File: src/inc/logic_cell_pkg.sv
// Purpose: Shared constants and types for the logic cell front end
// Assumes: APB slave with 32-bit data, one register per aligned word
// Notes: Select codes, register offsets and reset values live here
package logic_cell_pkg;

  localparam int unsigned NUM_CANDIDATES = 40;
  localparam int unsigned NUM_DATA = 4;
  localparam int unsigned SEL_WIDTH = 6;
  localparam int unsigned GATE_WIDTH = 8;
  localparam int unsigned ADDR_WIDTH = 8;

  // Register byte offsets
  localparam logic [7:0] OFS_SEL0 = 8'h00;
  localparam logic [7:0] OFS_SEL1 = 8'h04;
  localparam logic [7:0] OFS_SEL2 = 8'h08;
  localparam logic [7:0] OFS_SEL3 = 8'h0C;
  localparam logic [7:0] OFS_GATE1 = 8'h10;
  localparam logic [7:0] OFS_GATE2 = 8'h14;
  localparam logic [7:0] OFS_GATE3 = 8'h18;
  localparam logic [7:0] OFS_GATE4 = 8'h1C;
  localparam logic [7:0] OFS_CTRL = 8'h20;
  localparam logic [7:0] OFS_STATUS = 8'h24;

  // Control register fields
  localparam int unsigned CTRL_FUNC_LSB = 0;
  localparam int unsigned CTRL_POL_BIT = 4;
  localparam int unsigned CTRL_EN_BIT = 7;

  // Status register fields
  localparam int unsigned STAT_DATA_LSB = 0;
  localparam int unsigned STAT_GATE_LSB = 4;
  localparam int unsigned STAT_OUT_BIT = 8;

  // Reset values
  localparam logic [5:0] SEL_RESET = 6'h00;
  localparam logic [1:0] FUNC_RESET = 2'h0;
  localparam logic POL_RESET = 1'b0;
  localparam logic EN_RESET = 1'b0;

  // Select codes
  localparam logic [5:0] CODE_PIN0 = 6'h00;
  localparam logic [5:0] CODE_PIN3 = 6'h03;
  localparam logic [5:0] CODE_SYSCLK = 6'h04;
  localparam logic [5:0] CODE_REFCLK = 6'h0B;
  localparam logic [5:0] CODE_TMR0_OVF = 6'h0C;
  localparam logic [5:0] CODE_TMR2_OVF = 6'h0E;
  localparam logic [5:0] CODE_CAPTURE_COMPARE_ONE = 6'h0F;
  localparam logic [5:0] CODE_NCO = 6'h15;
  localparam logic [5:0] CODE_CMP1 = 6'h16;
  localparam logic [5:0] CODE_PINCHG = 6'h19;
  localparam logic [5:0] CODE_CELL1 = 6'h1A;
  localparam logic [5:0] CODE_CELL4 = 6'h1D;
  localparam logic [5:0] CODE_SER1_DT = 6'h1E;
  localparam logic [5:0] CODE_SSP_SCK = 6'h23;
  localparam logic [5:0] CODE_RSV_LO = 6'h24;
  localparam logic [5:0] CODE_RSV_HI = 6'h25;
  localparam logic [5:0] CODE_WG_A = 6'h26;
  localparam logic [5:0] CODE_WG_B = 6'h27;
  localparam logic [5:0] CODE_FIRST_RSV = 6'h28;

  typedef enum logic [1:0] {
    FUNC_AND_OR,
    FUNC_OR_XOR,
    FUNC_AND4,
    FUNC_OR4
  } func_t;

  typedef struct packed {
    logic enable;
    logic invert;
    func_t func;
    logic [NUM_DATA-1:0][SEL_WIDTH-1:0] sel;
    logic [NUM_DATA-1:0][GATE_WIDTH-1:0] gate;
  } cell_cfg_t;

  typedef struct packed {
    logic [NUM_DATA-1:0] data;
    logic [NUM_DATA-1:0] gate;
    logic out;
  } cell_state_t;

endpackage

File: src/verilog/sync_bank.sv
// Purpose: Two-stage synchroniser for a bus of independent levels
// Assumes: Each bit is a level; no multi-bit coherence
// Notes: Stage one is only read by stage two
`timescale 1ns/1ns
module sync_bank #(
  parameter int unsigned WIDTH = 40
) (
  input wire logic pclk,
  input wire logic presetn,
  input wire logic [WIDTH-1:0] d,
  output logic [WIDTH-1:0] q
);

  logic [WIDTH-1:0] stage1;

  always_ff @(posedge pclk or negedge presetn)
  begin
    if (!presetn)
    begin
      stage1 <= '0;
      q <= '0;
    end
    else
    begin
      stage1 <= d;
      q <= stage1;
    end
  end

endmodule // sync_bank

File: src/verilog/logic_cell.sv
// Purpose: Input selection, data gating, function and polarity of one logic cell
// Assumes: APB register access on pclk; candidates arrive asynchronously
// Notes: Gate enables have no reset so they survive every reset but power-on
`timescale 1ns/1ns
module logic_cell
  import logic_cell_pkg::*;
#(
  parameter int unsigned CANDIDATES = NUM_CANDIDATES
) (
  input wire logic pclk,
  input wire logic presetn,
  input wire logic psel,
  input wire logic penable,
  input wire logic pwrite,
  input wire logic [31:0] paddr,
  input wire logic [31:0] pwdata,
  input wire logic [3:0] pstrb,
  output logic [31:0] prdata,
  output logic pready,
  output logic pslverr,
  input wire logic [CANDIDATES-1:0] candidates,
  output logic [NUM_DATA-1:0] data_in,
  output logic [NUM_DATA-1:0] gate_out,
  output logic cell_out
);

  if (CANDIDATES != NUM_CANDIDATES)
  begin : g_bad_width
    $error("logic_cell: candidate count must be forty");
  end

  // Every candidate must be reachable by a code of the select field
  if ((1 << SEL_WIDTH) < CANDIDATES)
  begin : g_bad_sel
    $error("logic_cell: select field too narrow for the candidates");
  end

  // Gate registers carry a true and an inverted enable per input
  if (GATE_WIDTH != 2 * NUM_DATA)
  begin : g_bad_gate
    $error("logic_cell: gate register width must be twice the input count");
  end

  cell_cfg_t cfg;
  logic [NUM_DATA-1:0][SEL_WIDTH-1:0] sel_bank;
  logic [NUM_DATA-1:0][GATE_WIDTH-1:0] gate_bank;
  func_t func_sel;
  logic polarity_flip;
  logic cell_enable;
  logic lane0_wr;
  logic [CANDIDATES-1:0] cand_sync;
  logic access;
  logic wr_en;
  logic [7:0] offset;
  logic mapped;
  logic [31:0] next_prdata;
  logic [NUM_DATA-1:0] next_data;
  logic [NUM_DATA-1:0] next_gate;
  logic next_out;

  // Candidates cross from other clocks and pins
  sync_bank #(
    .WIDTH(CANDIDATES)
  ) u_sync (
    .pclk(pclk),
    .presetn(presetn),
    .d(candidates),
    .q(cand_sync)
  );

  // Mux for one select field; reserved codes give zero
  function automatic logic pick(input logic [CANDIDATES-1:0] c, input logic [5:0] code);
    logic r;
    r = 1'b0;
    if (code >= CODE_FIRST_RSV)
    begin
      r = 1'b0;
    end
    else if (code == CODE_RSV_LO || code == CODE_RSV_HI)
    begin
      r = 1'b0;
    end
    else
    begin
      // Candidate bit index equals the code
      r = c[code];
    end
    return r;
  endfunction

  // OR of enabled true and inverted terms
  function automatic logic gate_or(input logic [NUM_DATA-1:0] d, input logic [7:0] en);
    logic r;
    r = 1'b0;
    for (int i = 0; i < NUM_DATA; i++)
    begin
      r = r | (en[2*i+1] & d[i]);
      r = r | (en[2*i] & ~d[i]);
    end
    return r;
  endfunction

  // Word decode shared by the select and gate banks
  function automatic logic slot_hit(input logic [7:0] ofs, input logic [7:0] base,
    input int idx);
    return ofs == base + 8'(4 * idx);
  endfunction

  // Combining function over the four gate outputs
  function automatic logic combine(input logic [NUM_DATA-1:0] g, input func_t f);
    logic r;
    r = 1'b0;
    case (f)
      FUNC_AND_OR: r = (g[0] & g[1]) | (g[2] & g[3]);
      FUNC_OR_XOR: r = (g[0] | g[1]) ^ (g[2] | g[3]);
      FUNC_AND4: r = &g;
      FUNC_OR4: r = |g;
      default: r = 1'b0;
    endcase
    return r;
  endfunction

  // Writes land on the access edge, when ready is seen high
  assign access = psel & penable & pready;
  assign wr_en = access & pwrite;
  // Writable registers are at most eight bits wide, so only byte lane zero counts
  assign lane0_wr = wr_en & pstrb[0];
  assign offset = paddr[7:0];

  always_comb
  begin
    mapped = (paddr[31:8] == 24'h000000) && (offset[1:0] == 2'h0)
      && (offset <= OFS_STATUS);
  end

  // Zero-wait slave: ready in the access cycle, low otherwise
  always_ff @(posedge pclk or negedge presetn)
  begin
    if (!presetn)
    begin
      pready <= 1'b0;
    end
    else
    begin
      pready <= psel & ~penable;
    end
  end

  always_ff @(posedge pclk or negedge presetn)
  begin
    if (!presetn)
    begin
      pslverr <= 1'b0;
    end
    else
    begin
      pslverr <= psel & ~penable & ~mapped;
    end
  end

  // Select registers take effect on the next mux update
  always_ff @(posedge pclk or negedge presetn)
  begin
    if (!presetn)
    begin
      for (int i = 0; i < NUM_DATA; i++)
      begin
        sel_bank[i] <= SEL_RESET;
      end
    end
    else if (lane0_wr)
    begin
      for (int i = 0; i < NUM_DATA; i++)
      begin
        if (slot_hit(offset, OFS_SEL0, i))
        begin
          sel_bank[i] <= pwdata[SEL_WIDTH-1:0];
        end
      end
    end
  end

  // Gate enables: no reset, so only power-on leaves them unknown
  always_ff @(posedge pclk)
  begin
    if (lane0_wr)
    begin
      for (int i = 0; i < NUM_DATA; i++)
      begin
        if (slot_hit(offset, OFS_GATE1, i))
        begin
          gate_bank[i] <= pwdata[GATE_WIDTH-1:0];
        end
      end
    end
  end

  always_ff @(posedge pclk or negedge presetn)
  begin
    if (!presetn)
    begin
      func_sel <= func_t'(FUNC_RESET);
      polarity_flip <= POL_RESET;
      cell_enable <= EN_RESET;
    end
    else if (lane0_wr && offset == OFS_CTRL)
    begin
      func_sel <= func_t'(pwdata[CTRL_FUNC_LSB +: 2]);
      polarity_flip <= pwdata[CTRL_POL_BIT];
      cell_enable <= pwdata[CTRL_EN_BIT];
    end
  end

  // One writer per bank; the struct only carries them onward
  always_comb
  begin
    cfg.enable = cell_enable;
    cfg.invert = polarity_flip;
    cfg.func = func_sel;
    cfg.sel = sel_bank;
    cfg.gate = gate_bank;
  end

  // Read mux
  always_comb
  begin
    next_prdata = 32'h00000000;
    case (offset)
      OFS_SEL0: next_prdata[SEL_WIDTH-1:0] = cfg.sel[0];
      OFS_SEL1: next_prdata[SEL_WIDTH-1:0] = cfg.sel[1];
      OFS_SEL2: next_prdata[SEL_WIDTH-1:0] = cfg.sel[2];
      OFS_SEL3: next_prdata[SEL_WIDTH-1:0] = cfg.sel[3];
      OFS_GATE1: next_prdata[GATE_WIDTH-1:0] = cfg.gate[0];
      OFS_GATE2: next_prdata[GATE_WIDTH-1:0] = cfg.gate[1];
      OFS_GATE3: next_prdata[GATE_WIDTH-1:0] = cfg.gate[2];
      OFS_GATE4: next_prdata[GATE_WIDTH-1:0] = cfg.gate[3];
      OFS_CTRL:
      begin
        next_prdata[CTRL_FUNC_LSB +: 2] = cfg.func;
        next_prdata[CTRL_POL_BIT] = cfg.invert;
        next_prdata[CTRL_EN_BIT] = cfg.enable;
      end
      OFS_STATUS:
      begin
        next_prdata[STAT_DATA_LSB +: NUM_DATA] = data_in;
        next_prdata[STAT_GATE_LSB +: NUM_DATA] = gate_out;
        next_prdata[STAT_OUT_BIT] = cell_out;
      end
      default: next_prdata = 32'h00000000;
    endcase
  end

  // Captured at setup so the word stands still through the access cycle
  always_ff @(posedge pclk or negedge presetn)
  begin
    if (!presetn)
    begin
      prdata <= 32'h00000000;
    end
    else if (psel && !penable && !pwrite && mapped)
    begin
      prdata <= next_prdata;
    end
    else if (psel && !penable)
    begin
      prdata <= 32'h00000000;
    end
  end

  // Stage one: data selection
  always_comb
  begin
    for (int i = 0; i < NUM_DATA; i++)
    begin
      next_data[i] = pick(cand_sync, cfg.sel[i]);
    end
  end

  always_ff @(posedge pclk or negedge presetn)
  begin
    if (!presetn)
    begin
      data_in <= '0;
    end
    else
    begin
      data_in <= next_data;
    end
  end

  // Stage two: data gating
  always_comb
  begin
    for (int i = 0; i < NUM_DATA; i++)
    begin
      next_gate[i] = gate_or(data_in, cfg.gate[i]);
    end
  end

  always_ff @(posedge pclk or negedge presetn)
  begin
    if (!presetn)
    begin
      gate_out <= '0;
    end
    else
    begin
      gate_out <= next_gate;
    end
  end

  // Stages three and four: function then polarity
  always_comb
  begin
    next_out = (combine(gate_out, cfg.func) ^ cfg.invert) & cfg.enable;
  end

  always_ff @(posedge pclk or negedge presetn)
  begin
    if (!presetn)
    begin
      cell_out <= 1'b0;
    end
    else
    begin
      cell_out <= next_out;
    end
  end

endmodule // logic_cell

File: config.mk
export PLATFORM = sky130hd
export DESIGN_NAME = logic_cell
export DESIGN_NICKNAME = d
export VERILOG_FILES = /design/src/inc/logic_cell_pkg.sv /design/src/verilog/sync_bank.sv /design/src/verilog/logic_cell.sv
export SDC_FILE = /design/constraint.sdc
export NUM_CORES = 1
export LEC_CHECK = 0
export BUFFER_PORTS_ARGS = -buffer_cell sky130_fd_sc_hd__buf_4
export CAP_MARGIN = 20
export CORE_UTILIZATION = 40
export CTS_BUF_LIST = sky130_fd_sc_hd__clkbuf_2 sky130_fd_sc_hd__clkbuf_4 sky130_fd_sc_hd__clkbuf_8
export CTS_CLUSTER_SIZE = 30
export DETAILED_ROUTE_END_ITERATION = 7
export GPL_TIMING_DRIVEN = 1
export PLACE_DENSITY = 0.7
export SLEW_MARGIN = 20
export SYNTH_ARGS = -nofsm -noshare
export SYNTH_HDL_FRONTEND = slang
export SYNTH_SLANG_ARGS = --single-unit
File: constraint.sdc
create_clock -name pclk -period 2.3 [get_ports pclk]
set_input_delay 0.69 -clock pclk [delete_from_list [all_inputs] [get_ports pclk]]
set_output_delay 0.69 -clock pclk [all_outputs]
set_load 0.03 [all_outputs]
## After elaboration in Yosys (flattened, before gate mapping)

Cells that the tools add are included.

- Bits in registers: 183
- Latch bits: 0
- Memory bits (writable): 0
- ROM bits: 0
- Input bits: 113
- Output and inout port bits: 43
- Memories kept: 0

- Add/subtract/negate cells: 0
- Multipliers: 0
- Div/mod/pow operators: 0
- $lt $le $gt $ge: 9
- Equality and inequality tests: 20
- Shift-type cells: 0
- Mux-type cells: 26
- Bitwise gates (word level): 80
- Reduce and logical (&&, ||, !) cells: 27

Operators by type and width:

| kind | count |
|---|---|
| 32-bit two-way mux | 2 |
| 6-bit == test (second input constant) | 8 |
| 1-bit bitwise AND | 41 |
| 8-bit by 5-bit == test with 1-bit output (second input constant) | 4 |
| 1-bit OR | 31 |
| 6-bit by 7-bit less-than comparator with 1-bit output (second input constant) | 4 |
| 1-bit binary-select mux with 6-bit select | 4 |
| 6-bit >= comparator (second input constant) | 4 |
| 24-bit logical NOT | 1 |
| 2-bit one-hot mux with 10 select lines | 1 |
| 2-bit one-hot mux with 9 select lines | 1 |
| 8-bit by 4-bit == test with 1-bit output (second input constant) | 2 |
| 8-bit by 6-bit == test with 1-bit output (second input constant) | 2 |
| 2-bit AND reduction | 8 |
| 1-bit two-way mux | 13 |
| 1-bit one-hot mux with 10 select lines | 1 |
| 1-bit one-hot mux with 9 select lines | 1 |
| 8-bit by 3-bit == test with 1-bit output (second input constant) | 1 |
| 8-bit by 6-bit <= comparator with 1-bit output (second input constant) | 1 |
| 8-bit logical NOT | 1 |
| 1-bit logical AND | 6 |
| 1-bit inverter | 6 |
| 1-bit one-hot mux with 6 select lines | 1 |
| 1-bit one-hot mux with 5 select lines | 1 |
| other kinds (10) | 17 |

## Longest topological paths before layout

- Word-level depth: 9
- Depth in mapped cells: 8
- Mapped depth without buffers: 7

## Cells and area by module

From an unflattened synthesis, not the netlist that was laid out.

- Cell total of the unflattened synthesis: 468
- Area total of the unflattened synthesis: 7,163.1 um2

By module, submodules not included:

| module | times used | cells each | area each (um2) | seq. area each (um2) |
|---|---|---|---|---|
| logic_cell | 1 | 388 | 5,161.2 | 2,162.1 |
| sync_bank | 1 | 80 | 2,001.9 | 2,001.9 |

## Worst setup path before layout

OpenSTA, ideal clock, no wires.

- Kind: input port to flip-flop
- Start point: in paddr[5]
- End point: reg gate_bank, in the netlist cfg[0] (enable)
- Library setup time: 0.383 ns
- Arrival: 2.028 ns
- Required time: 1.917 ns
- Setup slack: -0.112 ns
- Stages on the path: 5
- Buffers on the path: 1
- Cells stage by stage: nor3_1 and2_1 clkbuf_1 nand2_1 nor3_1

- Word-level cells in the longest chain between the ends: 2

Ends and longest elaborated chain:

| item | line | RTL |
|---|---|---|
| start, declared | logic_cell.sv:15 | `input wire logic [31:0] paddr,` |
| 8-bit by 5-bit == test with 1-bit output | logic_cell.sv:106 | `return ofs == base + 8'(4 * idx);` |
| 2-bit AND reduction (no source line) | n/a |  |
| end signal, assigned by index | logic_cell.sv:192 | `gate_bank[i] <= pwdata[GATE_WIDTH-1:0];` |
| end, declared | logic_cell.sv:46 | `logic [NUM_DATA-1:0][GATE_WIDTH-1:0] gate_bank;` |

Every way passes these cells.
A chain may end at the register's enable or synchronous reset.

## Final worst setup path

- Start point: reg sel_bank, in the netlist cfg[50]
- End point: reg data_in[3]

- Word-level cells in the longest chain between the ends: 4

Ends and longest elaborated chain:

| item | line | RTL |
|---|---|---|
| start, declared | logic_cell.sv:45 | `logic [NUM_DATA-1:0][SEL_WIDTH-1:0] sel_bank;` |
| start signal, assigned by index | logic_cell.sv:177 | `sel_bank[i] <= pwdata[SEL_WIDTH-1:0];` |
| 1-bit binary-select mux with 6-bit select or 6-bit == test (tied branches) | logic_cell.sv:86, logic_cell.sv:79 |  |
| 1-bit two-way mux (implied by the code) or 1-bit logical OR (tied branches) | logic_cell.sv:86, logic_cell.sv:79 |  |
| 1-bit two-way mux | logic_cell.sv:79 | `else if (code == CODE_RSV_LO \|\| code == CODE_RSV_HI)` |
| 1-bit two-way mux * | logic_cell.sv:75 | `if (code >= CODE_FIRST_RSV)` |
| via next_data[3] | logic_cell.sv:57 | `logic [NUM_DATA-1:0] next_data;` |
| end signal, assigned | logic_cell.sv:287 | `data_in <= next_data;` |
| end, declared | logic_cell.sv:22 | `output logic [NUM_DATA-1:0] data_in,` |

Mark *: on every way through the listed nets, which the timed path passes. The rest lies on a longest branch. The select of a mux whose other input is x is not followed.

==> flow_results.org <==
** Status
- Result of the run :: finished, final reports clean

** Cells and area
- Most common cell after layout, fill and taps aside :: sky130_fd_sc_hd__buf_4
- After routing the design area is 8550 um2.
- Fin nets :: 737
- Count of antenna diodes in the layout :: 0
- Layout filler cell count :: 1504
- From synthesis to final layout, the design area changed by 20.8%.
- Share of final-layout standard cells stronger than drive strength 1 :: 0.393
- Most frequent cells in the layout :: sky130_fd_sc_hd__buf_4, sky130_fd_sc_hd__dfrtp_1, sky130_fd_sc_hd__mux4_2, sky130_fd_sc_hd__mux2_2

** Floorplanning
- The initialized floorplan defines 48 standard-cell rows.
- The die covers 18200 um2.
- Placeable core region :: 17300 um2
- Width of the die :: 135 um
- Count of pins on the block boundary :: 156
- Die boundary height :: 135 um
- Initial core utilization :: 0.409

** Timing
- Worst hold slack :: 215 ps
- Max Clock Freq :: 467 MHz
- Setup repair after global routing missed its margin :: no
- Between clock sinks in the finished design, the worst skew comes to 15.4 ps.
- The worst pin sits at a relative slew slack of 0.587.
- The number of pins exceeding their max-slew limit in the final report came to 0.
- Share of the clock period used by the worst path :: 0.932
- Final Critical Period :: 2140 ps
- Setup violations remaining at the end of the flow were counted as 0.
- Slew at the pin closest to its max-slew limit :: 620 ps
- The count of endpoints failing hold in the final timing report is 0.

** Detailed routing
- In the routed design, unresolved DRC markers number 0.
- Antenna Nets Post-Route :: 0
- The detailed router finished its first iteration with 321 violations.
- Via-to-Cell Ratio :: 5.50
- Detailed-routing iteration count for the pre-antenna-repair pass :: 5
- Summing over every cut layer, the via total after detailed routing is 4733.
- After detailed routing, the average wire length per cell comes to 19.2 um.
- After detailed routing, the total wire length is 16.5 mm.

** Logic synthesis
- Mean instance size in the synthesized netlist :: 14.3 um2
- After synthesis, the netlist uses 48 different library cells.
- Counting flops with an async set or reset pin after synthesis yields a share of 0.795.
- After synthesis the netlist holds a flip-flop and latch count of 156.
- Of the total synthesized cell area, the portion taken by AND, OR, NAND and NOR gates is 0.0875.
- Yosys mapped a number of flops with a built-in enable equal to 32.
- Synth Cell Area :: 7080 um2
- Main combinational cell family by area after synthesis :: multiplexers
- Yosys synthesis warning count :: 0
- Share of synthesized area spent on multiplexers :: 0.242
- Area share of xor/xnor cells in the synthesized design :: 0.00124
- Among all flip-flop cells after synthesis, the most frequent one is sky130_fd_sc_hd__dfrtp_1.
- Area fraction in compound gates after synthesis :: 0.0492
- Area share of fa/ha/maj cells after synthesis :: 0.00177
- Synthesized instance count :: 496
- The share of the Yosys chip area taken by registers is 0.574.

** Place
- After detailed placement, the total cell area comes to 8180 um2.
- After legalization and detailed placement, the total HPWL measured 12.4 mm.
- During placement, the flow inserted port buffers numbering 103.
- Routability-driven placement finished with a final weighted congestion of 0.896.

** Critical path
- Sort of element at the start of the critical path :: flop
- Kind of end point of the critical path :: flop
- Grouping stages by cell kind, the critical path spends the most delay in multiplexers.
- In this run the critical register-to-register path is launched from cfg[50].
- Critical path, cell by cell :: mux4_2 > mux2i_1 > nor3_1 > o21ai_0 > o21ai_0
- Reg-to-Reg End :: data_in[3]
- Path depth of the worst reg2reg path :: 5
- Along the worst path, the maximum fanout reaches 11.
- For this design, the slowest cell found on the critical path is sky130_fd_sc_hd__dfrtp_1.
- Library cell appearing most often on the critical path :: sky130_fd_sc_hd__o21ai_0
- At the worst endpoint, the arrival time is 2430 ps.
- Data required, critical path :: 2590 ps
- Setup slack on the worst reg-to-reg path comes out at 160 ps.
- Worst path buffer plus inverter count :: 0
- By startpoint and endpoint, the worst setup path is classified as reg -> reg.
- The largest single stage delay on the critical path is 740 ps.

** CTS
- The tree is rooted in a sky130_fd_sc_hd__clkbuf_8.
- Counting along the longest clock path gives a buffer depth of 2.
- The tree built by TritonCTS fans out to 156 sinks.
- Hold bufs inserted after CTS :: 0
- H-tree depth :: 4
- Clock tree from TritonCTS :: built
- For the worst-skew pair, the clock arrives at the later sink with an insertion delay of 450 ps.
- Clock input transition at the sequential cells of the worst setup and hold paths :: 90 ps
- TritonCTS created 17 clock buffers.
- Post-CTS timing repair inserted 0 buffers for setup.
- Post-cts sizing count :: 0

** Worst hold path
- Tightest Hold Check Type :: in -> async

** Global route
- The number of global-route vias before repair came to 4828.
- Wire length of the first global-routing pass :: 26.2 mm
- Total routing usage reported by global routing :: 0.195
- The number of antenna violations at the first check in global routing was 0.
- Entering global routing, the biggest net connects 52 pins.
- GR Overflow Total :: 0

** Power and ir drop
- P per Cell Area :: 617 nW/um2
- Design Power :: 5.27 mW
- Leakage :: 3.56 nW
- Peak VDD IR :: 0.395 mV

** Job
- Max-cap violations in this run came to 0.
## power breakdown
part           leakage, nW  internal, mW  switching [mW]
combinational         1.57         0.209           0.231
clock                0.187         0.829            1.05
sequential            1.81          2.89          0.0587
## kinds of logic (layout without fill, tap and decap cells)
group | Yosys count | in the layout
flops | 156 | 156
simple gates | 118 | 118
compound gates | 56 | 56
xor+xnor | 1 | 1
buf+inv | 52 | 170
fa+ha+maj | 1 | 1
mux | 111 | 111
other cells | 1 | 23
## worst max path at each step
stage,startpoint,end,slack [ps],cells past startpoint
CTS,cfg[50],data_in[3],170,5
floorplan,paddr[5],cfg[0],-110,5
global placement,paddr[5],cfg[50],10,5
finish,cfg[50],data_in[3],160,5
global route,cfg[50],data_in[3],10,5
detailed placement,paddr[5],cfg[52],2,5
## cell usage after synthesis (all sizes together) (2+ instances only)
| cell | instances | area (um2) |
|---|---|---|
| nand4b | 2 | 17.5 |
| a21oi | 8 | 40.0 |
| nand4 | 8 | 50.1 |
| and2 | 4 | 25.0 |
| a22oi | 5 | 37.5 |
| nand2b | 3 | 26.3 |
| mux4 | 44 | 998 |
| nand2 | 29 | 109 |
| or4 | 2 | 15.0 |
| edfxtp | 32 | 961 |
| inv | 3 | 11.3 |
| mux2 | 35 | 394 |
| a211oi | 2 | 15.0 |
| a32o | 2 | 20.0 |
| o21ai | 20 | 100 |
| nor3 | 11 | 55.1 |
| mux2i | 32 | 320 |
| buf | 31 | 228 |
| clkbuf | 18 | 67.6 |
| o211ai | 2 | 15.0 |
| o22ai | 7 | 43.8 |
| nor4 | 6 | 58.8 |
| or3 | 3 | 23.8 |
| nor2b | 2 | 12.5 |
| nor2 | 27 | 101 |
| nand3b | 7 | 52.6 |
| dfrtp | 124 | 3100 |
| nand3 | 12 | 60.1 |
| a31oi | 5 | 31.3 |
## final cells by class
type                    instances  area [um2]  area share
multi-input cells             310        2790       0.326
inverters                       3        11.3     0.00132
clock inverters                13         104      0.0121
well taps                     225         282      0.0329
clock buffers                  19         262      0.0306
flip-flops and latches        156        4060       0.475
repair buffers                135        1040       0.121
## metal layers
layer	GRT usage	up-vias	wire, um
li1	-	2096	-
met1	0.244	2368	6620
met2	0.328	234	8420
met3	0.0413	35	1080
met4	0.0824	0	414
met5	0	-	0
## worst reg2reg max path, stage by stage, from the launching register on
cell                      delay, ps
sky130_fd_sc_hd__dfrtp_1        740
sky130_fd_sc_hd__mux4_2         590
sky130_fd_sc_hd__mux2i_1        250
sky130_fd_sc_hd__nor3_1          70
sky130_fd_sc_hd__o21ai_0        150
sky130_fd_sc_hd__o21ai_0        180
## sequential cells by signal, summed over array words and instances, names as in the netlist
name	count
cfg	56
pready	1
cell_enable	1
u_sync.q	38
func_sel	2
prdata	9
u_sync.stage1	38
polarity_flip	1
data_in	4
cell_out	1
gate_out	4
pslverr	1
## metrics by stage
stage	std cells	TNS, ps	utilization	worst slack (ps)
2_1_floorplan	518	-1790	-	-112
3_3_place_gp	829	0	0.473	11.5
3_5_place_dp	829	0	0.473	2.19
4_1_cts	861	0	0.494	167
5_1_grt	861	0	0.494	12.0
6_report	861	0	0.494	157
(Power assumes the default switching activity.)
